==> config.mk <==
export PLATFORM = sky130hd
export DESIGN_NAME = diag_source_select
export DESIGN_NICKNAME = d
export VERILOG_FILES = /design/src/verilog/diag_select_pkg.sv /design/src/verilog/diag_result_bank.sv /design/src/verilog/diag_source_decoder.sv /design/src/verilog/diag_source_select.sv
export SDC_FILE = /design/constraint.sdc
export NUM_CORES = 1
export LEC_CHECK = 0
export BUFFER_PORTS_ARGS = -buffer_cell sky130_fd_sc_hd__buf_4
export CAP_MARGIN = 40
export CELL_PAD_IN_SITES_DETAIL_PLACEMENT = 0
export CELL_PAD_IN_SITES_GLOBAL_PLACEMENT = 1
export CORE_UTILIZATION = 44
export CTS_CLUSTER_DIAMETER = 40
export DETAILED_ROUTE_END_ITERATION = 8
export MAX_ROUTING_LAYER = met4
export PLACE_DENSITY = 0.85
export SKIP_LAST_GASP = 1
export SLEW_MARGIN = 20
export SYNTH_ARGS = -nofsm -noshare
export SYNTH_HDL_FRONTEND = slang
export SYNTH_SLANG_ARGS = --single-unit
==> constraint.sdc <==
create_clock -name clock_i -period 1.9 [get_ports clock_i]
set_input_delay 0 -clock clock_i [delete_from_list [all_inputs] [get_ports clock_i]]
set_output_delay 0 -clock clock_i [all_outputs]
set_load 0.01 [all_outputs]
==> src/verilog/diag_select_pkg.sv <==
// constants, types and field helpers shared by the diagnostic source select block
package diag_select_pkg;

  ////////////////////////////////////////////////////////////////////////////////
  // register map
  localparam logic [7:0]  diag_select_addr      = 8'h24;
  localparam logic [7:0]  diag_result_base_addr = 8'h2A;
  localparam logic [7:0]  diag_result_last_addr = 8'h2D;
  localparam logic [15:0] diag_select_reset     = 16'h0000;
  localparam logic [15:0] diag_result_reset     = 16'h0000;
  localparam logic [15:0] unmapped_read_value   = 16'h0000;

  ////////////////////////////////////////////////////////////////////////////////
  // selector field layout
  localparam int selector_width = 4;
  localparam int slot_count     = 4;
  localparam int slot0_sel_lsb  = 0;
  localparam int slot1_sel_lsb  = 4;
  localparam int slot2_sel_lsb  = 8;
  localparam int slot3_sel_lsb  = 12;

  ////////////////////////////////////////////////////////////////////////////////
  // source encodings
  typedef enum logic [3:0] {
    src_analog_ground          = 4'h0,
    src_temperature_sensor     = 4'h1,
    src_analog_supply_pin      = 4'h2,
    src_negative_pump_voltage  = 4'h3,
    src_reference_output_pin   = 4'h4,
    src_analog_regulator_5v    = 4'h5,
    src_analog_regulator_1v8   = 4'h6,
    src_digital_regulator_1v8  = 4'h7,
    src_digital_core_supply    = 4'h8,
    src_interface_logic_supply = 4'h9,
    src_terminal_sense_a       = 4'hA,
    src_terminal_sense_b       = 4'hB,
    src_terminal_sense_c       = 4'hC,
    src_terminal_sense_d       = 4'hD
  } diag_source_e;

  typedef enum logic [1:0] {
    phase_idle    = 2'b00,
    phase_convert = 2'b01
  } conv_phase_e;

  ////////////////////////////////////////////////////////////////////////////////
  // carriers
  typedef struct packed {
    logic [7:0]  addr;
    logic [15:0] wdata;
    logic        wr;
    logic        rd;
  } reg_req_s;

  typedef struct packed {
    logic [15:0] rdata;
    logic        rvalid;
  } reg_rsp_s;

  typedef struct packed {
    logic       req;
    logic [1:0] slot;
  } conv_req_s;

  typedef struct packed {
    logic        done;
    logic [15:0] data;
  } adc_rsp_s;

  typedef struct packed {
    conv_phase_e  phase;
    logic [15:0]  select;
    logic [1:0]   slot;
    diag_source_e source;
    logic         adc_start;
    logic         busy;
    logic         stored;
    reg_rsp_s     rsp;
  } diag_state_s;

  localparam diag_state_s state_reset = '{
    phase:     phase_idle,
    select:    diag_select_reset,
    slot:      2'h0,
    source:    src_analog_ground,
    adc_start: 1'b0,
    busy:      1'b0,
    stored:    1'b0,
    rsp:       '{rdata: 16'h0000, rvalid: 1'b0}
  };

  ////////////////////////////////////////////////////////////////////////////////
  // field extraction
  function automatic logic [3:0] selector_of(input logic [15:0] value, input logic [1:0] slot);
    logic [3:0] field;
    field = value[slot0_sel_lsb +: selector_width];
    case (slot)
      2'h3: field = value[slot3_sel_lsb +: selector_width];
      2'h2: field = value[slot2_sel_lsb +: selector_width];
      2'h1: field = value[slot1_sel_lsb +: selector_width];
      default: field = value[slot0_sel_lsb +: selector_width];
    endcase
    return field;
  endfunction : selector_of

  function automatic logic is_result_addr(input logic [7:0] addr);
    return (addr >= diag_result_base_addr) && (addr <= diag_result_last_addr);
  endfunction : is_result_addr

endpackage : diag_select_pkg

==> src/verilog/diag_result_bank.sv <==
// four diagnostic result words, one per slot
`timescale 1ns/1ps
module diag_result_bank
  import diag_select_pkg::*;
(
  input  wire logic        clock_i,    // system clock
  input  wire logic        sys_rst_i,  // synchronous reset, active high
  input  wire logic        wr_en_i,    // store a sample
  input  wire logic [1:0]  wr_slot_i,  // slot receiving the sample
  input  wire logic [15:0] wr_data_i,  // sample value
  input  wire logic [1:0]  rd_slot_i,  // slot being read
  output logic      [15:0] rd_data_o   // stored sample of rd_slot_i
);
  import diag_select_pkg::*;

  logic [15:0] result_mem [slot_count];

  always_ff @(posedge clock_i) begin
    if (sys_rst_i) begin
      for (int i = 0; i < slot_count; i++) begin
        result_mem[i] <= diag_result_reset;
      end
    end else if (wr_en_i) begin
      result_mem[wr_slot_i] <= wr_data_i;
    end
  end

  assign rd_data_o = result_mem[rd_slot_i];

endmodule : diag_result_bank

==> src/verilog/diag_source_decoder.sv <==
// maps a 4-bit selector code onto the routed diagnostic source
`timescale 1ns/1ps
module diag_source_decoder
  import diag_select_pkg::*;
(
  input  wire logic [3:0]                  code_i,   // selector field value
  output diag_select_pkg::diag_source_e    source_o  // decoded source
);
  import diag_select_pkg::*;

  always_comb begin
    case (code_i)
      4'h0: source_o = src_analog_ground;
      4'h1: source_o = src_temperature_sensor;
      4'h2: source_o = src_analog_supply_pin;
      4'h3: source_o = src_negative_pump_voltage;
      4'h4: source_o = src_reference_output_pin;
      4'h5: source_o = src_analog_regulator_5v;
      4'h6: source_o = src_analog_regulator_1v8;
      4'h7: source_o = src_digital_regulator_1v8;
      4'h8: source_o = src_digital_core_supply;
      4'h9: source_o = src_interface_logic_supply;
      4'hA: source_o = src_terminal_sense_a;
      4'hB: source_o = src_terminal_sense_b;
      4'hC: source_o = src_terminal_sense_c;
      4'hD: source_o = src_terminal_sense_d;
      default: source_o = src_analog_ground;
    endcase
  end

endmodule : diag_source_decoder

==> src/verilog/diag_source_select.sv <==
// diagnostic source select register with slot conversion steering
//
// Overview of operation
// - 16-bit RW register at 0x24, resets zero
// - bits 15:12 select slot 3 source
// - bits 11:8 select slot 2 source
// - bits 7:4 select slot 1 source
// - bits 3:0 select slot 0 source
// - codes 0-3: ground, temperature, supply, pump
// - codes 4-7: reference, 5V, 1.8V analog, digital
// - codes 8-9: core supply, interface supply
// - codes A-D: terminal sense channels A-D
// - codes E and F fall back to ground
// - all fields readable, writable, reset to zero
// - slot converts only when its enable set
`timescale 1ns/1ps
module diag_source_select
  import diag_select_pkg::*;
(
  input  wire logic                       clock_i,        // system clock, 50 MHz
  input  wire logic                       sys_rst_i,      // synchronous reset, active high
  input  diag_select_pkg::reg_req_s       reg_req_i,      // register access request
  output diag_select_pkg::reg_rsp_s       reg_rsp_o,      // register read answer
  input  wire logic [3:0]                 slot_enable_i,  // per-slot conversion enables
  input  diag_select_pkg::conv_req_s      conv_req_i,     // sequencer asks for a slot conversion
  input  diag_select_pkg::adc_rsp_s       adc_rsp_i,      // converter sample return
  output logic                            adc_start_o,    // one-cycle conversion start
  output diag_select_pkg::diag_source_e   adc_source_o,   // source routed to the converter
  output logic [1:0]                      active_slot_o,  // slot being converted
  output logic                            busy_o,         // conversion in flight
  output logic                            stored_o,       // one-cycle pulse after a result store
  output logic [15:0]                     select_value_o  // current register contents
);
  import diag_select_pkg::*;

  ////////////////////////////////////////////////////////////////////////////////
  // state
  diag_state_s  state_reg;
  diag_state_s  state_next;
  diag_source_e start_source;
  logic [3:0]   start_code;
  logic [15:0]  bank_rd_data;
  logic [1:0]   bank_rd_slot;
  logic         bank_wr_en;

  ////////////////////////////////////////////////////////////////////////////////
  // helpers
  // the selector is sampled when the conversion starts, so a later write cannot
  // disturb a sample already in flight
  assign start_code   = selector_of(state_reg.select, conv_req_i.slot);
  assign bank_rd_slot = 2'(reg_req_i.addr - diag_result_base_addr);
  assign bank_wr_en   = (state_reg.phase == phase_convert) && adc_rsp_i.done;

  diag_source_decoder u_decoder (
    .code_i   (start_code),
    .source_o (start_source)
  );

  diag_result_bank u_results (
    .clock_i   (clock_i),
    .sys_rst_i (sys_rst_i),
    .wr_en_i   (bank_wr_en),
    .wr_slot_i (state_reg.slot),
    .wr_data_i (adc_rsp_i.data),
    .rd_slot_i (bank_rd_slot),
    .rd_data_o (bank_rd_data)
  );

  ////////////////////////////////////////////////////////////////////////////////
  // next state
  always_comb begin
    state_next            = state_reg;
    state_next.adc_start  = 1'b0;
    state_next.stored     = 1'b0;
    state_next.rsp.rvalid = 1'b0;

    if (reg_req_i.wr) begin
      if (reg_req_i.addr == diag_select_addr) begin
        state_next.select = reg_req_i.wdata;
      end
    end

    if (reg_req_i.rd) begin
      state_next.rsp.rvalid = 1'b1;
      if (reg_req_i.addr == diag_select_addr) begin
        state_next.rsp.rdata = state_reg.select;
      end else if (is_result_addr(reg_req_i.addr)) begin
        state_next.rsp.rdata = bank_rd_data;
      end else begin
        state_next.rsp.rdata = unmapped_read_value;
      end
    end

    case (state_reg.phase)
      phase_idle: begin
        if (conv_req_i.req && slot_enable_i[conv_req_i.slot]) begin
          state_next.phase     = phase_convert;
          state_next.slot      = conv_req_i.slot;
          state_next.source    = start_source;
          state_next.adc_start = 1'b1;
          state_next.busy      = 1'b1;
        end
      end
      phase_convert: begin
        if (adc_rsp_i.done) begin
          state_next.phase  = phase_idle;
          state_next.busy   = 1'b0;
          state_next.stored = 1'b1;
        end
      end
      default: begin
        state_next.phase = phase_idle;
        state_next.busy  = 1'b0;
      end
    endcase
  end

  ////////////////////////////////////////////////////////////////////////////////
  // registers
  always_ff @(posedge clock_i) begin
    if (sys_rst_i) begin
      state_reg <= state_reset;
    end else begin
      state_reg <= state_next;
    end
  end

  ////////////////////////////////////////////////////////////////////////////////
  // outputs
  assign reg_rsp_o      = state_reg.rsp;
  assign adc_start_o    = state_reg.adc_start;
  assign adc_source_o   = state_reg.source;
  assign active_slot_o  = state_reg.slot;
  assign busy_o         = state_reg.busy;
  assign stored_o       = state_reg.stored;
  assign select_value_o = state_reg.select;

endmodule : diag_source_select
==> summary.txt, run 1 <==
Power
  • Sequential power share: 58.5%
  • Net Sw Frac: 22.7%
  • Clk pwr share: 31.1%
  • PwrDens: 725 nW/um^2
  • Combinational Power Share: 10.3%
  • Leakage Power: 2.32 nW
  • Internal power: 3.38 mW
  • P_sw: 993 uW
  • VDD IR-drop max: 0.000424 V

Floorplanning
  • I/O pin cnt: 94
  • Die X: 108 um
  • Initial core utilization: 45.5%
  • Die Area: 11700 um^2
  • Die Ht: 108 um
  • CORE AREA: 10900 um^2
  • Num rows: 38

Clock tree
  • Worst-skew pair later-pin latency: 0.36 ns
  • Clock slew at reported path FFs: 0.10 ns
  • CTS tree: built
  • Post-CTS resize count: 0
  • CTS buffer count: 9
  • Clock buffer depth: 2
  • TritonCTS Sinks: 107
  • H-tree lvl count: 3
  • CTS root buffer: clkbuf_8

Hold path
  • Worst Hold Class: input pin to register

Setup path
  • Kind of critical path: register to register
  • Slowest stage delay, CP: 0.44 ns
  • Critical Path, Cell by Cell: nand2_1 -> nor4_1 -> or2_2
  • Crit path launch type: register
  • Critical Path AT: 1.69 ns
  • CP max FO: 16
  • CP endpoint kind: register
  • Worst Path Required: 1.92 ns
  • Crit-path slowest cell: or2_2

Timing
  • Slew headroom: 63.3%
  • Max Slew Vio Count: 0
  • Period utilisation layout: 87.5%
  • Endpoints failing setup: 0
  • Final-report hold violation count: 0
  • Final setup TNS: 0 ns
  • Worst slew pin tran: 0.542 ns
  • Worst Skew: 0.0103 ns
  • Crit path time final: 1.66 ns
  • RSZ-0062 raised after global routing: no
  • Fmax: 602 MHz

Run
  • Max_cap viols: 0

Global route
  • First-pass GRT wire length: 16.7 mm
  • Initial antenna violation count: 0
  • Gr usage total: 19.8%
  • Number of global-route vias before repair: 3189
  • Largest net degree at the start of global routing: 34
  • Congestion Overflow GR: 0

Route
  • Total Wirelength: 10.9 mm
  • Wire per inst: 17.4 um
  • Via Count: 3228
  • Number of remaining DRC errors: 0
  • Routed Antenna Nets: 0
  • DR vias/cell: 5.16
  • Initial DRC Count: 189
  • First drt pass iteration count: 4

Yosys
  • EDFF count, synth: 64
  • Net Count, Synth: 450
  • Synthesized cell area: 4960 um^2
  • Avg Cell Area, Syn: 12.5 um^2
  • Async set-reset flop share out of synthesis: 0%
  • Synth Flop Type: edfxtp_1
  • Yosys cell types: 34
  • Post-synthesis register bit count: 107
  • Sequential-to-total area share from yosys stat: 56.1%
  • Syn Inst Count: 398
  • Yosys warnings: 0

Placed design
  • Placer's final routability congestion estimate: 0.780
  • IO Port Bufs: 93
  • Hpwl dp: 7.50 mm
  • Area of placed instances: 5500 um^2

Final layout
  • Nets@finish: 533
  • Fin area: 6030 um^2
  • Area delta synth->final: 21.6%
  • Layout cells sized above 1: 34.2%
  • Antenna cells: 0
  • Max reg flops: 64
  • Reg with most FFs: u_results.result_mem

Status
  • Status: complete, no violations
[synthesized netlist by cell type (2+ instances only)]
cell | instances | area share (%)
a32oi_1 | 16 | 2.8
nand3b_1 | 2 | 0.30
nand3_1 | 2 | 0.20
and2_1 | 64 | 8.1
clkbuf_1 | 16 | 1.2
buf_2 | 5 | 0.50
nor4b_1 | 3 | 0.53
edfxtp_1 | 64 | 39
dfxtp_1 | 43 | 17
a211oi_1 | 16 | 2.4
buf_4 | 42 | 6.4
mux2i_1 | 6 | 1.2
or2_2 | 4 | 0.50
a21oi_1 | 10 | 1.0
mux4_2 | 20 | 9.1
nand2_1 | 25 | 1.9
a21boi_0 | 3 | 0.45
nor2_1 | 23 | 1.7
a21oi_2 | 10 | 1.8
nand2_2 | 10 | 1.3
[metrics by stage]
step | power (mW) | cells | setup slack (ns) | utilization (%) | hold slack [ns]
2_1_floorplan | 2.84 | 398 | 0.165 | - | 0.134
3_3_place_gp | 3.00 | 576 | 0.355 | 50.5 | 0.260
3_5_place_dp | 3.01 | 576 | 0.214 | 50.5 | 0.260
4_1_cts | 4.42 | 626 | 0.203 | 55.4 | 0.0263
5_1_grt | 4.54 | 626 | 0.0518 | 55.4 | 0.0577
6_report | 4.37 | 626 | 0.238 | 55.4 | 0.0467
[cell usage in the layout, fill, tap and decap left out, drive strengths merged]
cell	Yosys	routed
buf	50	104
and2	64	64
edfxtp	64	64
dfxtp	43	43
nand2	35	35
dlygate4sd3	0	34
nor2	23	23
mux4	20	20
a21oi	20	20
a32oi	16	16
a211oi	16	16
clkbuf	16	10
mux2i	6	6
or2	4	4
nor4b	4	4
a21boi	3	3
clkinv	0	3
nand3	2	2
nand3b	2	2
inv	1	2
nor4	1	1
a41o	1	1
and3	1	1
or3b	1	1
o22a	1	1
xor2	1	1
o21bai	1	1
o21ai	1	1
nand2b	1	1
clkinvlp	0	1
bufinv	0	1
[final timing paths]
kind / startpoint / to / slack (ns) / cells after the start
worst max-delay path: state_reg[42]$_SDFFE_PP0P_ / u_results.result_mem[0][10]$_SDFFCE_PN0P_ / 0.24 / 3
worst min-delay path: reg_req_i[0] / reg_rsp_o[0]$_SDFF_PP0_ / 0.05 / 3
worst max register to register: state_reg[42]$_SDFFE_PP0P_ / u_results.result_mem[0][10]$_SDFFCE_PN0P_ / 0.24 / 3
worst min register to register: adc_source_o[0]$_SDFFE_PP0P_ / adc_source_o[0]$_SDFFE_PP0P_ / 0.48 / 2
[layer usage]
metal  routed length [um]  vias to the layer above  global-route usage, %
met5                    0                        -                      -
met4                   68                        0                   3.52
li1                     -                     1561                      -
met1                 4510                     1543                   24.0
met3                  751                        7                   4.58
met2                 5560                      117                   34.0
[cell type report]
class / count / area [um^2]
Tap cell: 140 / 175
Inverter: 1 / 3.75
Timing Repair Buffer: 138 / 1120
Multi-Input combinational cell: 224 / 1750
Fill cell: 915 / 4860
Sequential cell: 107 / 2780
Clock inverter: 6 / 63.8
Clock buffer: 10 / 128
[worst max-delay path: cells and delay by family, from the launching register on]
family | cells | cell delay, ns
and+or+nand+nor | 3 | 0.92
DFF | 1 | 0.41
[kinds of logic after synthesis]
family,count (synthesis),share of synthesized area (%)
multiplexers,26,10.3
buffers and inverters,67,8.76
XOR/XNOR,1,0.177
AND/OR/NAND/NOR,138,15.5
flip-flops,107,56.1
AO/OA/AOI/OAI,59,9.11
[power by group through the flow]
stage	sequential [mW]	clock, mW	combinational (mW)
detailed placement	2.61	0	0.398
CTS	2.56	1.40	0.455
floorplan	2.60	0	0.245
global route	2.57	1.49	0.487
global placement	2.61	0	0.392
finish	2.56	1.36	0.452
[repair_timing]
action,4_1_cts,5_1_grt
hold buffers,34,0
setup buffers,0,0
endpoints found under the hold margin,82,0
Power figures use the tool's default switching activity.
==> run 2, diff against run 1 <==
--- a/config.mk
+++ b/config.mk
@@ -15,7 +15,7 @@
 export MAX_ROUTING_LAYER = met4
 export PLACE_DENSITY = 0.85
 export SKIP_LAST_GASP = 1
-export SLEW_MARGIN = 20
 export SYNTH_ARGS = -nofsm -noshare
 export SYNTH_HDL_FRONTEND = slang
+export SYNTH_HIERARCHICAL = 1
 export SYNTH_SLANG_ARGS = --single-unit
==> summary.txt, run 2 <==
Yosys
  • Synth Area in Adders: 0% (unchanged)
  • Synth area leader: edfxtp_1 (unchanged)
  • Post-synthesis register bit count: 107 (unchanged)
  • Sequential-to-total area share from yosys stat: 54.9% (was 56.1%)
  • Async set-reset flop share out of synthesis: 0% (unchanged)
  • EDFF count, synth: 64 (unchanged)
  • Post-synth top cells: and2_1, edfxtp_1, nand2_1 (was and2_1, edfxtp_1, dfxtp_1)
  • Synthesized cell area: 5070 um^2 (was 4960 um^2)
  • Top post-synthesis cells by area: edfxtp_1, dfxtp_1, mux4_2, and2_1, buf_4 (unchanged)
  • Synth Flop Type: edfxtp_1 (unchanged)
  • Multiplexer share of the synthesized area: 10.3% (about the same)
  • Share of the synthesized area in the top cell type: 37.9% (was 38.8%)
  • Post-synthesis simple-gate area fraction: 15.6% (was 15.5%)
  • Avg Cell Area, Syn: 12.2 um^2 (was 12.5 um^2)
  • Syn Inst Count: 416 (was 398)
  • Main combinational cell family by area after synthesis: simple AND/OR/NAND/NOR gates (unchanged)
  • Yosys warnings: 6 (was 0)
  • Compound-cell area share of the yosys netlist: 9.90% (was 9.11%)
  • XOR/XNOR Fraction of Synth Area: 0.173% (was 0.177%)
  • Net Count, Synth: 468 (was 450)
  • Yosys cell types: 40 (was 34)

Timing
  • Worst slew pin tran: 0.479 ns (was 0.542 ns)
  • Slew headroom: 68.1% (was 63.3%)
  • Final setup TNS: 0 ns (unchanged)
  • Max Slew Vio Count: 0 (unchanged)
  • Fmax: 620 MHz (was 602 MHz)
  • Crit path time final: 1.61 ns (was 1.66 ns)
  • Endpoints failing setup: 0 (unchanged)
  • Worst Skew: 0.0128 ns (was 0.0103 ns)
  • Period utilisation layout: 84.8% (was 87.5%)
  • RSZ-0062 raised after global routing: no (unchanged)
  • Final-report hold violation count: 0 (unchanged)

Final layout
  • Fin area: 6290 um^2 (was 6030 um^2)
  • Most common cell after layout, fill and taps aside: buf_4 (unchanged)
  • Max reg flops: 64 (unchanged)
  • Antenna cells: 0 (unchanged)
  • Layout cells sized above 1: 31.8% (was 34.2%)
  • Nets@finish: 560 (was 533)
  • Final Core Density: 57.0% (was 55.4%)
  • Reg with most FFs: u_results/result_mem (was u_results.result_mem)
  • Layout fillers: 922 (was 915)
  • Post-Layout Cell Count: 652 (was 626)
  • Commonest non-fill, non-tap cells in the layout: buf_4, and2_1, edfxtp_1, nand2_1, dfxtp_1 (was buf_4, and2_1, edfxtp_1, dfxtp_1, dlygate4sd3_1)
  • Area delta synth->final: 24.0% (was 21.6%)

Floorplanning
  • Die Ht: 109 um (was 108 um)
  • Initial core utilization: 46.0% (was 45.5%)
  • Die Area: 12000 um^2 (was 11700 um^2)
  • CORE AREA: 11000 um^2 (was 10900 um^2)
  • Die X: 109 um (was 108 um)
  • I/O pin cnt: 94 (unchanged)
  • Num rows: 38 (unchanged)

Route
  • Total Wirelength: 11.6 mm (was 10.9 mm)
  • Wire per inst: 17.8 um (was 17.4 um)
  • First drt pass iteration count: 4 (unchanged)
  • DR vias/cell: 5.20 (was 5.16)
  • Initial DRC Count: 180 (was 189)
  • Via Count: 3393 (was 3228)
  • Routed Antenna Nets: 0 (unchanged)
  • Number of remaining DRC errors: 0 (unchanged)

Clock tree
  • Post-CTS setup buffers: 0 (unchanged)
  • CTS root buffer: clkbuf_16 (was clkbuf_8)
  • Worst-skew pair later-pin latency: 0.35 ns (was 0.36 ns)
  • Clock slew at reported path FFs: 0.07 ns (was 0.10 ns)
  • CTS buffer count: 9 (unchanged)
  • TritonCTS Sinks: 107 (unchanged)
  • CTS tree: built (unchanged)
  • H-tree lvl count: 3 (unchanged)
  • Clock buffer depth: 2 (unchanged)

Setup path
  • Crit. Startpoint: reg_req_i[25] (was state_reg[42]$_SDFFE_PP0P_)
  • Crit path launch type: input pin (was register)
  • Most used cell, CP: buf_4
  • Crit-path slowest cell: dlygate4sd3_1 (was or2_2)
  • Critical Path, Cell by Cell: dlygate4sd3_1 -> buf_4 -> nor4b_4 -> and3_1 -> buf_4 -> nand2_1 -> a21oi_1 (was nand2_1 -> nor4_1 -> or2_2)
  • CP top delay family: buffers and inverters (was simple AND/OR/NAND/NOR gates)
  • Reg2Reg Depth: 5 (was 3)
  • WP buf/inv: 3 (was 0)
  • R2R Path End: u_results/result_mem[2][8]$_SDFFCE_PN0P_ (was u_results.result_mem[0][10]$_SDFFCE_PN0P_)
  • Slowest stage delay, CP: 0.54 ns (was 0.44 ns)
  • RR Startpoint: state_reg[42]$_SDFFE_PP0P_ (unchanged)
  • Critical Path AT: 1.88 ns (was 1.69 ns)
  • CP max FO: 11 (was 16)
  • Worst R2R Setup Slack: 0.41 ns (was 0.24 ns)
  • Kind of critical path: input pin to register (was register to register)
  • Worst Path Required: 2.17 ns (was 1.92 ns)
  • CP endpoint kind: register (unchanged)

Placed design
  • Area of placed instances: 5600 um^2 (was 5500 um^2)
  • Placer's final routability congestion estimate: 0.832 (was 0.780)
  • Placed cell count: 601 (was 576)
  • IO Port Bufs: 93 (unchanged)
  • Hpwl dp: 7.94 mm (was 7.50 mm)

Power
  • PwrDens: 799 nW/um^2 (was 725 nW/um^2)
  • VDD IR-drop max: 0.000602 V (was 0.000424 V)
  • Leakage Power: 2.41 nW (was 2.32 nW)
  • Overall power: 5.02 mW (was 4.37 mW)

Global route
  • Largest net degree at the start of global routing: 25 (was 34)
  • Initial antenna violation count: 0 (unchanged)
  • First-pass GRT wire length: 18.1 mm (was 16.7 mm)
  • Gr usage total: 21.2% (was 19.8%)
  • Number of global-route vias before repair: 3461 (was 3189)
  • Congestion Overflow GR: 0 (unchanged)

Status
  • Status: complete, no violations (unchanged)

Hold path
  • Hold path endpoint: active_slot_o[1]$_SDFFE_PP0P_ (was reg_rsp_o[0]$_SDFF_PP0_)
  • Hold Crit Depth: 3 (unchanged)
  • Worst Hold Class: input pin to register (unchanged)
  • HP Start: conv_req_i[1] (was reg_req_i[0])

Run
  • Max_cap viols: 0 (unchanged)
## run 2: cell types whose count changed in the layout (fill, tap and decap cells not counted), sizes merged, moves of 2 or more
| cell | change |
|---|---|
| nor2 | -13 |
| and4bb | +2 |
| buf | +3 |
| or2 | -4 |
| inv | +6 |
| a211oi | -16 |
| nor2b | +3 |
| o21ai | +32 |
| a32oi | -16 |
| a21oi | -2 |
| clkinv | -2 |
| a31o | +2 |
| nand2 | +14 |
| a22oi | +16 |
## run 2: worst min-delay path, delay by kind of cell
| family | cells | cell delay (ns) |
|---|---|---|
| buf+inv | 1 | 0.15 |
| mux | 1 | 0.08 |
| simple gates | 1 | 0.08 |
## run 2: cell type report
cell class | count | area, um^2 | area share [%]
Multi-Input combinational cell | 243 | 1820 | 29.0
Clock inverter | 6 | 108 | 1.71
Sequential cell | 107 | 2780 | 44.3
Timing Repair Buffer | 142 | 1150 | 18.4
Clock buffer | 9 | 225 | 3.58
Inverter | 5 | 18.8 | 0.299
Tap cell | 140 | 175 | 2.79
## run 2: logic make-up after synthesis
logic type | count (synthesis)
DFF | 107
AOI/OAI and AO/OA | 77
muxes | 27
buffers and inverters | 66
xor gates and xnor gates | 1
and+or+nand+nor | 138
## run 2: stage by stage
step / hold WS, ns / setup slack, ns
3_3_place_gp: 0.264 / 0.421
2_1_floorplan: 0.134 / 0.0870
5_1_grt: 0.0114 / 0.196
3_5_place_dp: 0.267 / 0.338
4_1_cts: 0.00271 / 0.285
6_report: 0.00137 / 0.288
## run 2: worst max-delay path by stage
stage	endpoint	slack, ns	cells past startpoint
global route	reg_rsp_o[4]$_SDFFE_PP0P_	0.20	6
finish	select_value_o[1]$_SDFFE_PP0P_	0.29	7
floorplan	u_results/result_mem[0][0]$_SDFFCE_PN0P_	0.09	4
detailed placement	reg_rsp_o[9]$_SDFFE_PP0P_	0.34	6
CTS	select_value_o[1]$_SDFFE_PP0P_	0.28	7
global placement	reg_rsp_o[9]$_SDFFE_PP0P_	0.42	6
## run 2: power by group
| group | leakage [nW] | switching (mW) | total, mW | internal (mW) |
|---|---|---|---|---|
| clock | 0.163 | 0.873 | 2.06 | 1.18 |
| combinational | 1.24 | 0.198 | 0.423 | 0.226 |
| sequential | 1.01 | 0.0244 | 2.54 | 2.52 |
| total | 2.41 | 1.10 | 5.02 | 3.93 |
## run 2: per-layer routing
layer  routed length, um  up-vias  GRT usage [%]
met4                 262        0           6.95
met5                   0        -              -
met3                 608       23           5.04
li1                    -     1618              -
met2                5880      111           36.0
met1                4840     1641           24.8
## run 2: timing repair
action | in CTS | in global routing
hold buffers | 35 | 0
endpoints found under the hold margin | 83 | 0
gates resized for setup | 0 | 0
